**src/trace_debug_pkg.sv**
```systemverilog
// Shared constants for the trace debug trigger block
package trace_debug_pkg;

  // ==========================================
  // Trigger mode encodings
  localparam logic [3:0] MODE_A_ONLY = 4'h0;
  localparam logic [3:0] MODE_A_OR_B = 4'h1;
  localparam logic [3:0] MODE_A_THEN_B = 4'h2;
  localparam logic [3:0] MODE_EVENT_B = 4'h3;
  localparam logic [3:0] MODE_A_THEN_EVENT_B = 4'h4;
  localparam logic [3:0] MODE_A_AND_B = 4'h5;
  localparam logic [3:0] MODE_A_AND_NOT_B = 4'h6;
  localparam logic [3:0] MODE_INSIDE = 4'h7;
  localparam logic [3:0] MODE_OUTSIDE = 4'h8;
  localparam int MODE_W = 4;

  // ==========================================
  // Capture modes
  localparam logic [1:0] CAP_NORMAL = 2'h0;
  localparam logic [1:0] CAP_LOOP1 = 2'h1;
  localparam logic [1:0] CAP_DETAIL = 2'h2;
  localparam logic [1:0] CAP_PROFILE = 2'h3;
  localparam int CAP_W = 2;

  // ==========================================
  // Paging and trace buffer
  localparam logic [1:0] PAGE_EXTENDED = 2'h1;
  localparam int PAGE_W = 2;
  localparam int ADDR_W = 16;
  localparam int DATA_W = 16;
  localparam int EXT_W = 8;
  localparam int BUF_DEPTH = 64;
  localparam int PTR_W = $clog2(BUF_DEPTH);
  localparam int CNT_W = PTR_W + 1;

  // ==========================================
  // Mode classification
  function automatic logic is_event_mode(input logic [3:0] mode);
    is_event_mode = (mode == MODE_EVENT_B) || (mode == MODE_A_THEN_EVENT_B);
  endfunction

endpackage

```
**src/bus_comparator.sv**
```systemverilog
// One address or data comparator on the core bus
`timescale 1ns/10ps
module bus_comparator #(
  parameter int ADDR_W = 16,
  parameter int EXT_W = 8
) (
  input wire logic [ADDR_W-1:0] bus_addr_i,
  input wire logic [EXT_W-1:0] bus_ext_i,
  input wire logic [ADDR_W-1:0] bus_data_i,
  input wire logic bus_rw_i,
  input wire logic bus_valid_i,
  input wire logic [ADDR_W-1:0] ref_value_i,
  input wire logic [EXT_W-1:0] ref_ext_i,
  input wire logic compare_data_i,
  input wire logic page_match_i,
  input wire logic rw_enable_i,
  input wire logic rw_select_i,
  output logic hit_o
);

  // ==========================================
  // Match terms
  logic value_hit;
  logic ext_hit;
  logic rw_hit;

  // Data compares ignore the upper page bits
  assign value_hit = compare_data_i ? (bus_data_i == ref_value_i) : (bus_addr_i == ref_value_i);
  assign ext_hit = compare_data_i || !page_match_i || (bus_ext_i == ref_ext_i);
  assign rw_hit = !rw_enable_i || (bus_rw_i == rw_select_i);
  assign hit_o = bus_valid_i && value_hit && ext_hit && rw_hit;

endmodule // bus_comparator

```
**src/debug_trigger_comparators.sv**
```systemverilog
// Comparators and trace buffer trigger control of the trace debug unit
// What this block does
// - Comparator A matches address against its registers
// - Comparator B matches data in full mode
// - Page select 01 adds extended address match
// - Tagged C breakpoint beats tagged A/B trigger
// - Tag select ignores read/write qualify enables
// - Full mode (A and B only) qualifies both by A rw bits
// - Full mode data compare follows rw table
// - Tag select waits for opcode tracking
// - Controller decides storing and break requests
// - Begin trigger stores until 64 filled
// - End trigger overwrites oldest beyond 64
// - Debug enable plus arm starts evaluation
// - Arm clears at end trigger, or at full after a begin trigger
// - Modes 0-5 decoded, 6-8 never fire; matches set A/B flags
// - Arming clears A, B, C flags
// - Store flow, event data or detail
// - A only and A or B triggering
// - A then B triggers on later B
// - Event B is begin type, untagged
// - A then event B retriggers per B
// - Detail capture overrides event-only modes
// - A and B need same-cycle match untagged; tagged A and B fires on A alone
// - Breakpoint mode or secure blocks trace
`timescale 1ns/10ps
module debug_trigger_comparators #(
  parameter int ADDR_W = trace_debug_pkg::ADDR_W,
  parameter int EXT_W = trace_debug_pkg::EXT_W,
  parameter int BUF_DEPTH = trace_debug_pkg::BUF_DEPTH
) (
  input wire logic mclk_i,
  input wire logic nrst_i,
  input wire logic debug_enable_bit_i,
  input wire logic breakpoint_mode_enable_i,
  input wire logic secured_i,
  input wire logic arm_set_i,
  input wire logic arm_clear_i,
  input wire logic [trace_debug_pkg::MODE_W-1:0] trigger_mode_i,
  input wire logic [trace_debug_pkg::CAP_W-1:0] capture_mode_i,
  input wire logic begin_select_i,
  input wire logic tag_select_i,
  input wire logic break_enable_i,
  input wire logic [trace_debug_pkg::PAGE_W-1:0] page_select_field_i,
  input wire logic [ADDR_W-1:0] comparator_a_address_i,
  input wire logic [EXT_W-1:0] comparator_a_extended_i,
  input wire logic [ADDR_W-1:0] comparator_b_value_i,
  input wire logic [EXT_W-1:0] comparator_b_extended_i,
  input wire logic [ADDR_W-1:0] comparator_c_address_i,
  input wire logic [EXT_W-1:0] comparator_c_extended_i,
  input wire logic comp_a_rw_qualify_enable_i,
  input wire logic comp_a_rw_select_i,
  input wire logic comp_b_rw_qualify_enable_i,
  input wire logic comp_b_rw_select_i,
  input wire logic comp_c_enable_i,
  input wire logic comp_c_tag_i,
  input wire logic [ADDR_W-1:0] core_addr_i,
  input wire logic [EXT_W-1:0] core_ext_i,
  input wire logic [ADDR_W-1:0] core_data_i,
  input wire logic core_rw_i,
  input wire logic core_valid_i,
  input wire logic core_fetch_i,
  input wire logic core_free_i,
  input wire logic flow_valid_i,
  input wire logic [ADDR_W-1:0] flow_addr_i,
  input wire logic tag_a_exec_i,
  input wire logic tag_b_exec_i,
  input wire logic tag_c_exec_i,
  output logic tag_a_req_o,
  output logic tag_b_req_o,
  output logic tag_c_req_o,
  output logic armed_o,
  output logic flag_a_o,
  output logic flag_b_o,
  output logic flag_c_o,
  output logic triggered_o,
  output logic buffer_full_o,
  output logic store_valid_o,
  output logic [ADDR_W-1:0] store_data_o,
  output logic [$clog2(BUF_DEPTH)-1:0] store_ptr_o,
  output logic [$clog2(BUF_DEPTH):0] store_count_o,
  output logic break_req_o
);

  localparam int PW = $clog2(BUF_DEPTH);
  localparam logic [PW:0] FULL_COUNT = (PW+1)'(BUF_DEPTH);

  typedef enum logic [1:0] {ph_idle, ph_before, ph_after} phase_type;

  // ==========================================
  // Mode decode
  logic active;
  logic detail;
  logic event_raw;
  logic event_eff;
  logic full_mode;
  logic begin_eff;
  logic tag_a_eff;
  logic tag_b_eff;
  logic rw_en_a;
  logic rw_en_b;
  logic rw_sel_b;
  logic page_match;
  logic [trace_debug_pkg::MODE_W-1:0] mode_eff;

  assign active = debug_enable_bit_i && !breakpoint_mode_enable_i && !secured_i;
  assign detail = capture_mode_i == trace_debug_pkg::CAP_DETAIL;
  assign event_raw = trace_debug_pkg::is_event_mode(trigger_mode_i);
  assign event_eff = event_raw && !detail;
  assign full_mode = trigger_mode_i == trace_debug_pkg::MODE_A_AND_B;
  assign page_match = page_select_field_i == trace_debug_pkg::PAGE_EXTENDED;

  // Detail capture folds A then event B onto A then B and keeps event B as it is
  always_comb begin
    mode_eff = trigger_mode_i;
    if (detail && trigger_mode_i == trace_debug_pkg::MODE_EVENT_B) begin
      mode_eff = trace_debug_pkg::MODE_EVENT_B;
    end else if (detail && trigger_mode_i == trace_debug_pkg::MODE_A_THEN_EVENT_B) begin
      mode_eff = trace_debug_pkg::MODE_A_THEN_B;
    end
  end

  assign begin_eff = begin_select_i || event_eff;
  assign tag_a_eff = tag_select_i && !(event_eff && trigger_mode_i == trace_debug_pkg::MODE_EVENT_B);
  assign tag_b_eff = tag_select_i && !event_eff;

  // Rw qualification makes no sense on tagged opcode reads
  assign rw_en_a = comp_a_rw_qualify_enable_i && !tag_select_i;
  assign rw_en_b = (full_mode ? comp_a_rw_qualify_enable_i : comp_b_rw_qualify_enable_i) && !tag_select_i;
  assign rw_sel_b = full_mode ? comp_a_rw_select_i : comp_b_rw_select_i;

  // ==========================================
  // Comparators
  logic match_a;
  logic match_b;
  logic match_c;

  bus_comparator #(.ADDR_W(ADDR_W), .EXT_W(EXT_W)) u_comp_a (
    .bus_addr_i(core_addr_i),
    .bus_ext_i(core_ext_i),
    .bus_data_i(core_data_i),
    .bus_rw_i(core_rw_i),
    .bus_valid_i(core_valid_i),
    .ref_value_i(comparator_a_address_i),
    .ref_ext_i(comparator_a_extended_i),
    .compare_data_i(1'b0),
    .page_match_i(page_match),
    .rw_enable_i(rw_en_a),
    .rw_select_i(comp_a_rw_select_i),
    .hit_o(match_a)
  );

  bus_comparator #(.ADDR_W(ADDR_W), .EXT_W(EXT_W)) u_comp_b (
    .bus_addr_i(core_addr_i),
    .bus_ext_i(core_ext_i),
    .bus_data_i(core_data_i),
    .bus_rw_i(core_rw_i),
    .bus_valid_i(core_valid_i),
    .ref_value_i(comparator_b_value_i),
    .ref_ext_i(comparator_b_extended_i),
    .compare_data_i(full_mode),
    .page_match_i(page_match),
    .rw_enable_i(rw_en_b),
    .rw_select_i(rw_sel_b),
    .hit_o(match_b)
  );

  bus_comparator #(.ADDR_W(ADDR_W), .EXT_W(EXT_W)) u_comp_c (
    .bus_addr_i(core_addr_i),
    .bus_ext_i(core_ext_i),
    .bus_data_i(core_data_i),
    .bus_rw_i(core_rw_i),
    .bus_valid_i(core_valid_i),
    .ref_value_i(comparator_c_address_i),
    .ref_ext_i(comparator_c_extended_i),
    .compare_data_i(1'b0),
    .page_match_i(page_match),
    .rw_enable_i(1'b0),
    .rw_select_i(1'b0),
    .hit_o(match_c)
  );

  // ==========================================
  // Tagging and hits
  phase_type phase_r;
  logic armed;
  logic c_tag_hit;
  logic c_force_hit;
  logic hit_a;
  logic hit_b;

  assign armed = phase_r != ph_idle;
  assign c_tag_hit = comp_c_enable_i && comp_c_tag_i && tag_c_exec_i;
  assign c_force_hit = comp_c_enable_i && !comp_c_tag_i && match_c;

  // Tag requests go to the opcode tracker, which answers on execution
  assign tag_a_req_o = armed && tag_a_eff && match_a;
  assign tag_b_req_o = armed && tag_b_eff && match_b;
  assign tag_c_req_o = comp_c_enable_i && comp_c_tag_i && match_c;

  assign hit_a = armed && (tag_a_eff ? (tag_a_exec_i && !c_tag_hit) : match_a);
  assign hit_b = armed && (tag_b_eff ? (tag_b_exec_i && !c_tag_hit) : match_b);

  // ==========================================
  // Trigger decision
  logic a_seen_r;
  logic set_a;
  logic set_b;
  logic fire;

  always_comb begin
    set_a = 1'b0;
    set_b = 1'b0;
    fire = 1'b0;
    case (mode_eff)
      trace_debug_pkg::MODE_A_ONLY: begin
        set_a = hit_a;
        fire = hit_a;
      end
      trace_debug_pkg::MODE_A_OR_B: begin
        set_a = hit_a;
        set_b = hit_b;
        fire = hit_a || hit_b;
      end
      trace_debug_pkg::MODE_A_THEN_B, trace_debug_pkg::MODE_A_THEN_EVENT_B: begin
        set_a = hit_a;
        set_b = hit_b && a_seen_r;
        fire = hit_b && a_seen_r;
      end
      trace_debug_pkg::MODE_EVENT_B: begin
        set_b = hit_b;
        fire = hit_b;
      end
      trace_debug_pkg::MODE_A_AND_B: begin
        // Tagged full mode drops the data side entirely
        if (tag_select_i) begin
          set_a = hit_a;
          fire = hit_a;
        end else begin
          set_a = hit_a && hit_b;
          set_b = hit_a && hit_b;
          fire = hit_a && hit_b;
        end
      end
      default: begin
        fire = 1'b0;
      end
    endcase
  end

  always_ff @(posedge mclk_i or negedge nrst_i) begin
    if (!nrst_i) begin
      a_seen_r <= 1'b0;
    end else if (set_a) begin
      a_seen_r <= 1'b1;
    end else if (arm_set_i) begin
      a_seen_r <= 1'b0;
    end
  end

  // ==========================================
  // Storage selection
  logic store_now;
  logic [ADDR_W-1:0] store_word;
  logic detail_pend_r;
  logic [ADDR_W-1:0] detail_data_r;
  logic take;
  logic [PW:0] count_r;
  logic [PW-1:0] ptr_r;
  logic full;
  logic end_hit;

  assign full = count_r == FULL_COUNT;
  assign end_hit = phase_r == ph_before && !begin_eff && fire;
  assign take = (phase_r == ph_after) || (phase_r == ph_before && !begin_eff && !fire);

  always_comb begin
    store_now = 1'b0;
    store_word = flow_addr_i;
    if (detail) begin
      // Data word of a detail pair goes out one cycle after its address
      if (detail_pend_r) begin
        store_now = 1'b1;
        store_word = detail_data_r;
      end else if (core_valid_i && !core_fetch_i && !core_free_i) begin
        store_now = 1'b1;
        store_word = core_addr_i;
      end
    end else if (event_eff) begin
      store_now = fire;
      store_word = core_data_i;
    end else begin
      store_now = flow_valid_i;
    end
  end

  always_ff @(posedge mclk_i or negedge nrst_i) begin
    if (!nrst_i) begin
      detail_pend_r <= 1'b0;
      detail_data_r <= '0;
    end else begin
      detail_pend_r <= detail && !detail_pend_r && store_now && take;
      if (detail && !detail_pend_r) begin
        detail_data_r <= core_data_i;
      end
    end
  end

  // ==========================================
  // Arming sequence
  logic begin_trig;
  logic last_store;

  assign begin_trig = phase_r == ph_before && begin_eff && fire;
  assign last_store = phase_r == ph_after && store_now && count_r == FULL_COUNT - 1'b1;

  always_ff @(posedge mclk_i or negedge nrst_i) begin
    if (!nrst_i) begin
      phase_r <= ph_idle;
    end else begin
      case (phase_r)
        ph_idle: begin
          if (arm_set_i && active) begin
            phase_r <= ph_before;
          end
        end
        ph_before: begin
          if (!active || arm_clear_i) begin
            phase_r <= ph_idle;
          end else if (end_hit) begin
            phase_r <= ph_idle;
          end else if (begin_trig) begin
            phase_r <= ph_after;
          end
        end
        ph_after: begin
          if (!active || arm_clear_i || last_store) begin
            phase_r <= ph_idle;
          end
        end
        default: begin
          phase_r <= ph_idle;
        end
      endcase
    end
  end

  // ==========================================
  // Flags
  logic flag_a_r;
  logic flag_b_r;
  logic flag_c_r;
  logic trig_r;

  // A hit in the arming cycle survives the clear
  always_ff @(posedge mclk_i or negedge nrst_i) begin
    if (!nrst_i) begin
      flag_a_r <= 1'b0;
      flag_b_r <= 1'b0;
      flag_c_r <= 1'b0;
      trig_r <= 1'b0;
    end else begin
      flag_a_r <= (flag_a_r && !arm_set_i) || set_a;
      flag_b_r <= (flag_b_r && !arm_set_i) || set_b;
      flag_c_r <= (flag_c_r && !arm_set_i) || (armed && (c_tag_hit || c_force_hit));
      trig_r <= (trig_r && !arm_set_i) || (armed && fire);
    end
  end

  // ==========================================
  // Trace buffer write side
  always_ff @(posedge mclk_i or negedge nrst_i) begin
    if (!nrst_i) begin
      ptr_r <= '0;
      count_r <= '0;
      store_valid_o <= 1'b0;
      store_data_o <= '0;
      store_ptr_o <= '0;
    end else begin
      store_valid_o <= 1'b0;
      if (arm_set_i && !armed) begin
        ptr_r <= '0;
        count_r <= '0;
      end else if (store_now && take && !(phase_r == ph_after && full)) begin
        store_valid_o <= 1'b1;
        store_data_o <= store_word;
        store_ptr_o <= ptr_r;
        ptr_r <= ptr_r + 1'b1;
        if (!full) begin
          count_r <= count_r + 1'b1;
        end
      end
    end
  end

  // ==========================================
  // Break requests
  always_ff @(posedge mclk_i or negedge nrst_i) begin
    if (!nrst_i) begin
      break_req_o <= 1'b0;
    end else begin
      break_req_o <= (break_enable_i && (end_hit || last_store)) || c_tag_hit || c_force_hit;
    end
  end

  assign armed_o = armed;
  assign flag_a_o = flag_a_r;
  assign flag_b_o = flag_b_r;
  assign flag_c_o = flag_c_r;
  assign triggered_o = trig_r;
  assign buffer_full_o = full;
  assign store_count_o = count_r;

endmodule // debug_trigger_comparators

```
**config.mk**
```make
export PLATFORM = sky130hd
export DESIGN_NAME = debug_trigger_comparators
export DESIGN_NICKNAME = d
export VERILOG_FILES = /design/src/trace_debug_pkg.sv /design/src/bus_comparator.sv /design/src/debug_trigger_comparators.sv
export SDC_FILE = /design/constraint.sdc
export NUM_CORES = 1
export LEC_CHECK = 0
export BUFFER_PORTS_ARGS = -buffer_cell sky130_fd_sc_hd__buf_2
export CAP_MARGIN = 10
export CORE_MARGIN = 2
export CORE_UTILIZATION = 44
export DETAILED_ROUTE_END_ITERATION = 8
export PLACE_DENSITY = 0.75
export SETUP_SLACK_MARGIN = 0.05
export SYNTH_ARGS = -nofsm -noshare
export SYNTH_HDL_FRONTEND = slang
export SYNTH_SLANG_ARGS = --single-unit
export TNS_END_PERCENT = 100
```
**constraint.sdc**
```tcl
create_clock -name mclk_i -period 2.8 [get_ports mclk_i]
set_input_delay 0.56 -clock mclk_i [delete_from_list [all_inputs] [get_ports mclk_i]]
set_output_delay 0.56 -clock mclk_i [all_outputs]
set_load 0.1 [all_outputs]
```
-- Yosys cells after proc, flatten, opt, wreduce, memory -nomap -nowiden
Cells that the tools add are included.
W data, S select, Z words.
- register bits: 61
- bits of input ports: 160
- output and inout bits: 40
- logic and storage cells: 187
- $add $sub $neg: 2
- equality and inequality tests: 27
- multiplexer cells: 35
- bitwise operators: 1
- reductions and logical operators: 108
- operators by type and width (kind ; number):
    $eq A16 B16 Y1 ; 4
    $mux W16 ; 4
    $logic_and A1 B1 Y1 ; 57
    $eq A8 B8 Y1 ; 3
    $mux W7 ; 3
    $logic_not A1 Y1 ; 20
    $logic_or A1 B1 Y1 ; 20
    $eq A4 B3 Y1 const B ; 4
    $mux W1 ; 15
    $eq A4 B2 Y1 const B ; 3
    $mux W6 ; 2
    $mux W2 ; 5
    $mux W4 ; 2
    $add A7 B1 Y7 const B ; 1
    $eq A7 B6 Y1 const B ; 1
    $eq A7 B7 Y1 const B ; 1
    $add A6 B1 Y6 const B ; 1
    $pmux W2 S3 ; 1
    $reduce_bool A2 Y1 ; 3
    $pmux W1 S5 ; 1
    $eq A2 B1 Y1 const B ; 2
    $eq A2 B2 Y1 const B ; 2
    $eq A4 B1 Y1 const B ; 1
    $logic_not A4 Y1 ; 1
    12 further kinds ; 16

-- Depth between registers and ports, before layout
- depth in word-level cells: 19
- depth in mapped cells: 11
- gate-level depth less buffers: 9

-- Modules after synthesis
A second synthesis with hierarchy kept.
- cell total of the unflattened synthesis: 523
- area, all modules: 5099.9 um^2
- by module, submodules not included (module ; times used ; cells each ; area an instance (um^2) ; seq. area each (um^2)):
    debug_trigger_comparators ; 1 ; 358 ; 3639.7 ; 1526.5
    bus_comparator ; 3 ; 55 ; 486.7 ; 0.0

-- Least setup slack after synthesis
No wires, ideal clock.
- kind: register -> output
- start: reg phase_r[1]
- end: out tag_a_req_o
- arrival: 3.022 ns
- required time: 2.240 ns
- setup slack: -0.782 ns
- cell stages (with the launch flop): 7
- buffers on the path: 0
- cells stage by stage: dfrtp_1 nor2_1 inv_1 nand2_1 nor4_1 nand3_1 nor2_1
- word-level cells in the longest chain between the ends: 3
- ends and longest elaborated chain (item ; line ; source):
    start: declaration ; debug_trigger_comparators.sv:185 ; phase_type phase_r;
    start signal: assignment ; debug_trigger_comparators.sv:319 ; phase_r <= ph_idle;
    start signal: assignment ; debug_trigger_comparators.sv:324 ; phase_r <= ph_before;
    start signal: assignment ; debug_trigger_comparators.sv:329 ; phase_r <= ph_idle;
    $reduce_bool A2 Y1 ; debug_trigger_comparators.sv:192 ; assign armed = phase_r != ph_idle;
    named net armed_o ; debug_trigger_comparators.sv:72 ; output logic armed_o,
    $logic_and A1 B1 Y1 (2 in a row) ; debug_trigger_comparators.sv:197 ; assign tag_a_req_o = armed && tag_a_eff && match_a;
    end: declaration ; debug_trigger_comparators.sv:69 ; output logic tag_a_req_o,
The timed path passes the listed nets, and every way through them passes these cells.

-- Worst setup path in the final report
- start: in trigger_mode_i[1] (netlist bit)
- end: out tag_b_req_o
- word-level cells in the longest chain between the ends: 7
- elaborated cells between the ends (all ways): 21
- classes of those cells: 4 x eq/ne; 3 x mux; 14 x reduce/logical
- ends and longest elaborated chain (item ; line ; source):
    start: declaration ; debug_trigger_comparators.sv:39 ; input wire logic [trace_debug_pkg::MODE_W-1:0] trigger_mode_i,
    $eq A4 B3 Y1 (tied with other cells) ; debug_trigger_comparators.sv:110 ; assign full_mode = trigger_mode_i == trace_debug_pkg::MODE_A_AND_B;
    $mux W1 or $logic_or A1 B1 Y1 (tied branches) ; debug_trigger_comparators.sv:129, trace_debug_pkg.sv:39 ;
    $logic_and A1 B1 Y1 (on tied branches) ; debug_trigger_comparators.sv:129, debug_trigger_comparators.sv:109 ;
    $logic_not A1 Y1 (on tied branches) ; bus_comparator.sv:30, debug_trigger_comparators.sv:125 ;
    $logic_or A1 B1 Y1 or $logic_and A1 B1 Y1 (tied branches) ; bus_comparator.sv:30, debug_trigger_comparators.sv:125 ;
    $logic_and A1 B1 Y1 (on tied branches) ; bus_comparator.sv:31, debug_trigger_comparators.sv:198 ;
    $logic_and A1 B1 Y1 (*) ; debug_trigger_comparators.sv:198 ; assign tag_b_req_o = armed && tag_b_eff && match_b;
    end: declaration ; debug_trigger_comparators.sv:70 ; output logic tag_b_req_o,
Every way passes the cells marked *; elsewhere a longest branch is shown, timed or not.

==> summary.txt <==
multi-input logic area -> 3237 um2
most frequent cells in the layout -> buf_2 (193), buf_4 (69), xnor2_1 (67)
fin crit period -> 3160 ps
global route overflow -> 0
Final Cycle Share -> 112.8%
antenna diode count -> 0
# H-tree levels -> 3
Hold WS -> 253.3 ps
pin count of the biggest net entering global routing -> 35
Inst Count DP -> 878
YS warnings -> 0
synthesized cell area -> 4673 um2
Final Hold Fails -> 0
P&R area growth vs syn -> 51.41%
fillers -> 793
I/O pin count -> 200
Final Instance Area -> 7076 um2
first-pass GRT wire length -> 26.59 mm
clock slew at reported path FFs -> 70 ps
Power Density -> 483.3 nW/um2
Mapped Nets -> 652
post-layout util -> 68.54%
Lkg Pwr -> 3.309 nW
DR iter-0 viols -> 412
switching power share of the total -> 40.15%
EDFF count, synth -> 0
num rows -> 37
Clock Power Share -> 28.3%
max frequency -> 0.3165 GHz
# DRC -> 0
sequential area share after synthesis -> 32.66%
NetSw -> 1.373 mW
routed vias -> 5,164
number of buffers created by CTS -> 9
worst clock skew -> 5.971 ps
Post-Synthesis Cells -> 489
crit-path max FO -> 3
Setup-failing EPs final -> 30
die footprint -> 11,460 um2
Synth async-reset ratio -> 100.0%
RSZ-0062 raised after global routing -> true
root buffer cell -> clkbuf_8
Cell variety after synth -> 60
Max Root-Sink Buffers -> 2
final cell count without fillers -> 904
outcome -> finished with violations
Worst-Skew Late Latency -> 340 ps
critical path class -> input pin to output port
Slew Viols, Final -> 0
FF+latch area -> 1526 um2
Power Internal -> 2.047 mW
VDD IR-drop max -> 0.4203 mV
Sink Count -> 61
Slew headroom -> 54.55%
Required @ worst endpoint -> 2240 ps
1st-pass router iterations -> 5
Initial Utilization -> 45.27%
RD Place Congestion -> 0.9560
post-DP HPWL -> 13.04 mm
Main synth FF type -> dfrtp_1
antenna viol nets, final -> 0
most common cell after layout, fill and taps aside -> buf_2
worst hold path type -> input pin to async pin
CTS tree -> yes
core area -> 10,320 um2
mean post-synth cell area -> 9.557 um2
Die H -> 107.1 um
aggregate negative setup slack -> -3369 ps
share of layout cells above drive strength 1 -> 47.92%
drt wl/cell -> 19.78 um
gr usage total -> 30.16%
Worst Tran Pin Value -> 681.8 ps
vias per cell -> 5.712
failing checks -> negative setup slack
Post-DP Area -> 6386 um2
number of global-route vias before repair -> 5,290
Comb power frac -> 40.7%
final worst setup slack -> -359.6 ps
initial antenna violation count -> 0
crit path capture type -> output port
Worst setup SP type -> input pin
WL final -> 17.89 mm
Final Net Count -> 926
Max Cap Viol -> 0
Seq cells post-synth -> 61
crit path DAT -> 2600 ps
Reg power frac -> 31.0%
chip width -> 107.1 um
I/O Buffers -> 199
==> cells by family (layout without fill, tap and decap cells) <==
logic type	after synthesis	after routing	share of synthesized area, %
AND/OR/NAND/NOR	131	131	14.65
multiplexers	75	75	18.29
AO/OA/AOI/OAI	98	98	15.21
flip-flops	61	61	32.66
XOR/XNOR	76	76	14.24
adder cells (fa/ha/maj)	3	3	0.8033
buffers and inverters	45	324	4.150
==> timing repair <==
action,4_1_cts,5_1_grt
resized for setup,37,27
endpoints found under the setup margin,36,40
pin swaps,13,15
setup buffers,6,2
hold buffers,0,0
cloned,3,0
==> flip-flops by register name, indices dropped and copies added, names as in the netlist <==
register       count
phase_r            2
flag_a_o           1
triggered_o        1
flag_b_o           1
store_data_o      16
detail_pend_r      1
store_valid_o      1
store_count_o      7
ptr_r              6
flag_c_o           1
break_req_o        1
store_ptr_o        6
detail_data_r     16
a_seen_r           1
==> power by group through the flow <==
stage / Combinational (mW) / Sequential, mW / Clock (mW)
after floorplan: 0.372 / 1.59 / 0
after global placement: 1.30 / 1.07 / 0
after CTS: 1.36 / 1.06 / 0.971
after detailed placement: 1.33 / 1.07 / 0
after global routing: 1.45 / 1.07 / 1.01
final: 1.39 / 1.06 / 0.967
==> path summary, 6_finish.rpt <==
path / startpoint / to / slack (ps) / cells after the start
min in group mclk_i: triggered_o$_DFF_PN0_ / triggered_o$_DFF_PN0_ / 480 / 1
setup reg to reg: phase_r[1]$_DFFE_PN0P_ / store_count_o[1]$_DFFE_PN0P_ / 60 / 11
max in group asynchronous: nrst_i / store_count_o[1]$_DFFE_PN0P_ / 1910 / 2
setup / recovery: trigger_mode_i[1] / tag_b_req_o / -360 / 10
hold reg to reg: triggered_o$_DFF_PN0_ / triggered_o$_DFF_PN0_ / 480 / 1
hold / removal: nrst_i / detail_data_r[11]$_DFFE_PN0P_ / 250 / 1
==> synth_stat cells, drive strengths merged (3+ instances only) <==
| cell | number | share of area (%) |
|---|---|---|
| o21ai | 16 | 1.8 |
| buf | 6 | 1.0 |
| ha | 3 | 0.80 |
| nand4 | 17 | 2.3 |
| nand3 | 19 | 2.0 |
| inv | 26 | 2.1 |
| a21oi | 20 | 2.1 |
| a211oi | 16 | 2.6 |
| nor2b | 3 | 0.40 |
| mux2i | 40 | 8.6 |
| o311ai | 3 | 0.56 |
| nor3 | 6 | 0.64 |
| nor4 | 5 | 0.67 |
| o31ai | 3 | 0.48 |
| a21o | 3 | 0.48 |
| xnor2 | 67 | 13 |
| or3 | 4 | 0.54 |
| dfrtp | 61 | 33 |
| a221oi | 3 | 0.56 |
| mux2 | 35 | 9.7 |
| and3 | 4 | 0.54 |
| nor3b | 4 | 0.64 |
| xor2 | 9 | 1.7 |
| nand2 | 19 | 1.5 |
| o221ai | 4 | 0.75 |
| o211ai | 6 | 0.96 |
| clkbuf | 13 | 1.0 |
| nor2 | 32 | 2.6 |
| nand2b | 8 | 1.1 |
==> through the flow <==
stage / setup WS, ps / power [mW]
after CTS: -344.3 / 3.393
after floorplan: -239.5 / 1.964
final: -359.6 / 3.419
after detailed placement: -558.7 / 2.400
after global routing: -442.0 / 3.535
after global placement: -495.4 / 2.371
==> layout make-up <==
class	instances	area share [%]
Clock buffer	13	2.529
Multi-Input combinational cell	383	45.75
Tap cell	136	2.405
Timing Repair Buffer	282	25.39
Sequential cell	61	21.57
Clock inverter	3	0.9195
Inverter	26	1.432
==> routing by layer <==
layer  share of wire (%)  global-route usage (%)
met1                  39                   36.04
met2                  49                   50.72
met3                 7.6                   6.748
met4                 4.8                   15.31
met5                   0                       0
==> worst max-delay path: stages <==
cell	delay, ps
buf_8	100
nor4bb_4	270
buf_4	180
mux2i_1	180
o221ai_1	110
a311o_1	300
or3_4	410
nor2_4	90
and3_4	200
buf_12	170
Power figures use the tool's default switching activity.
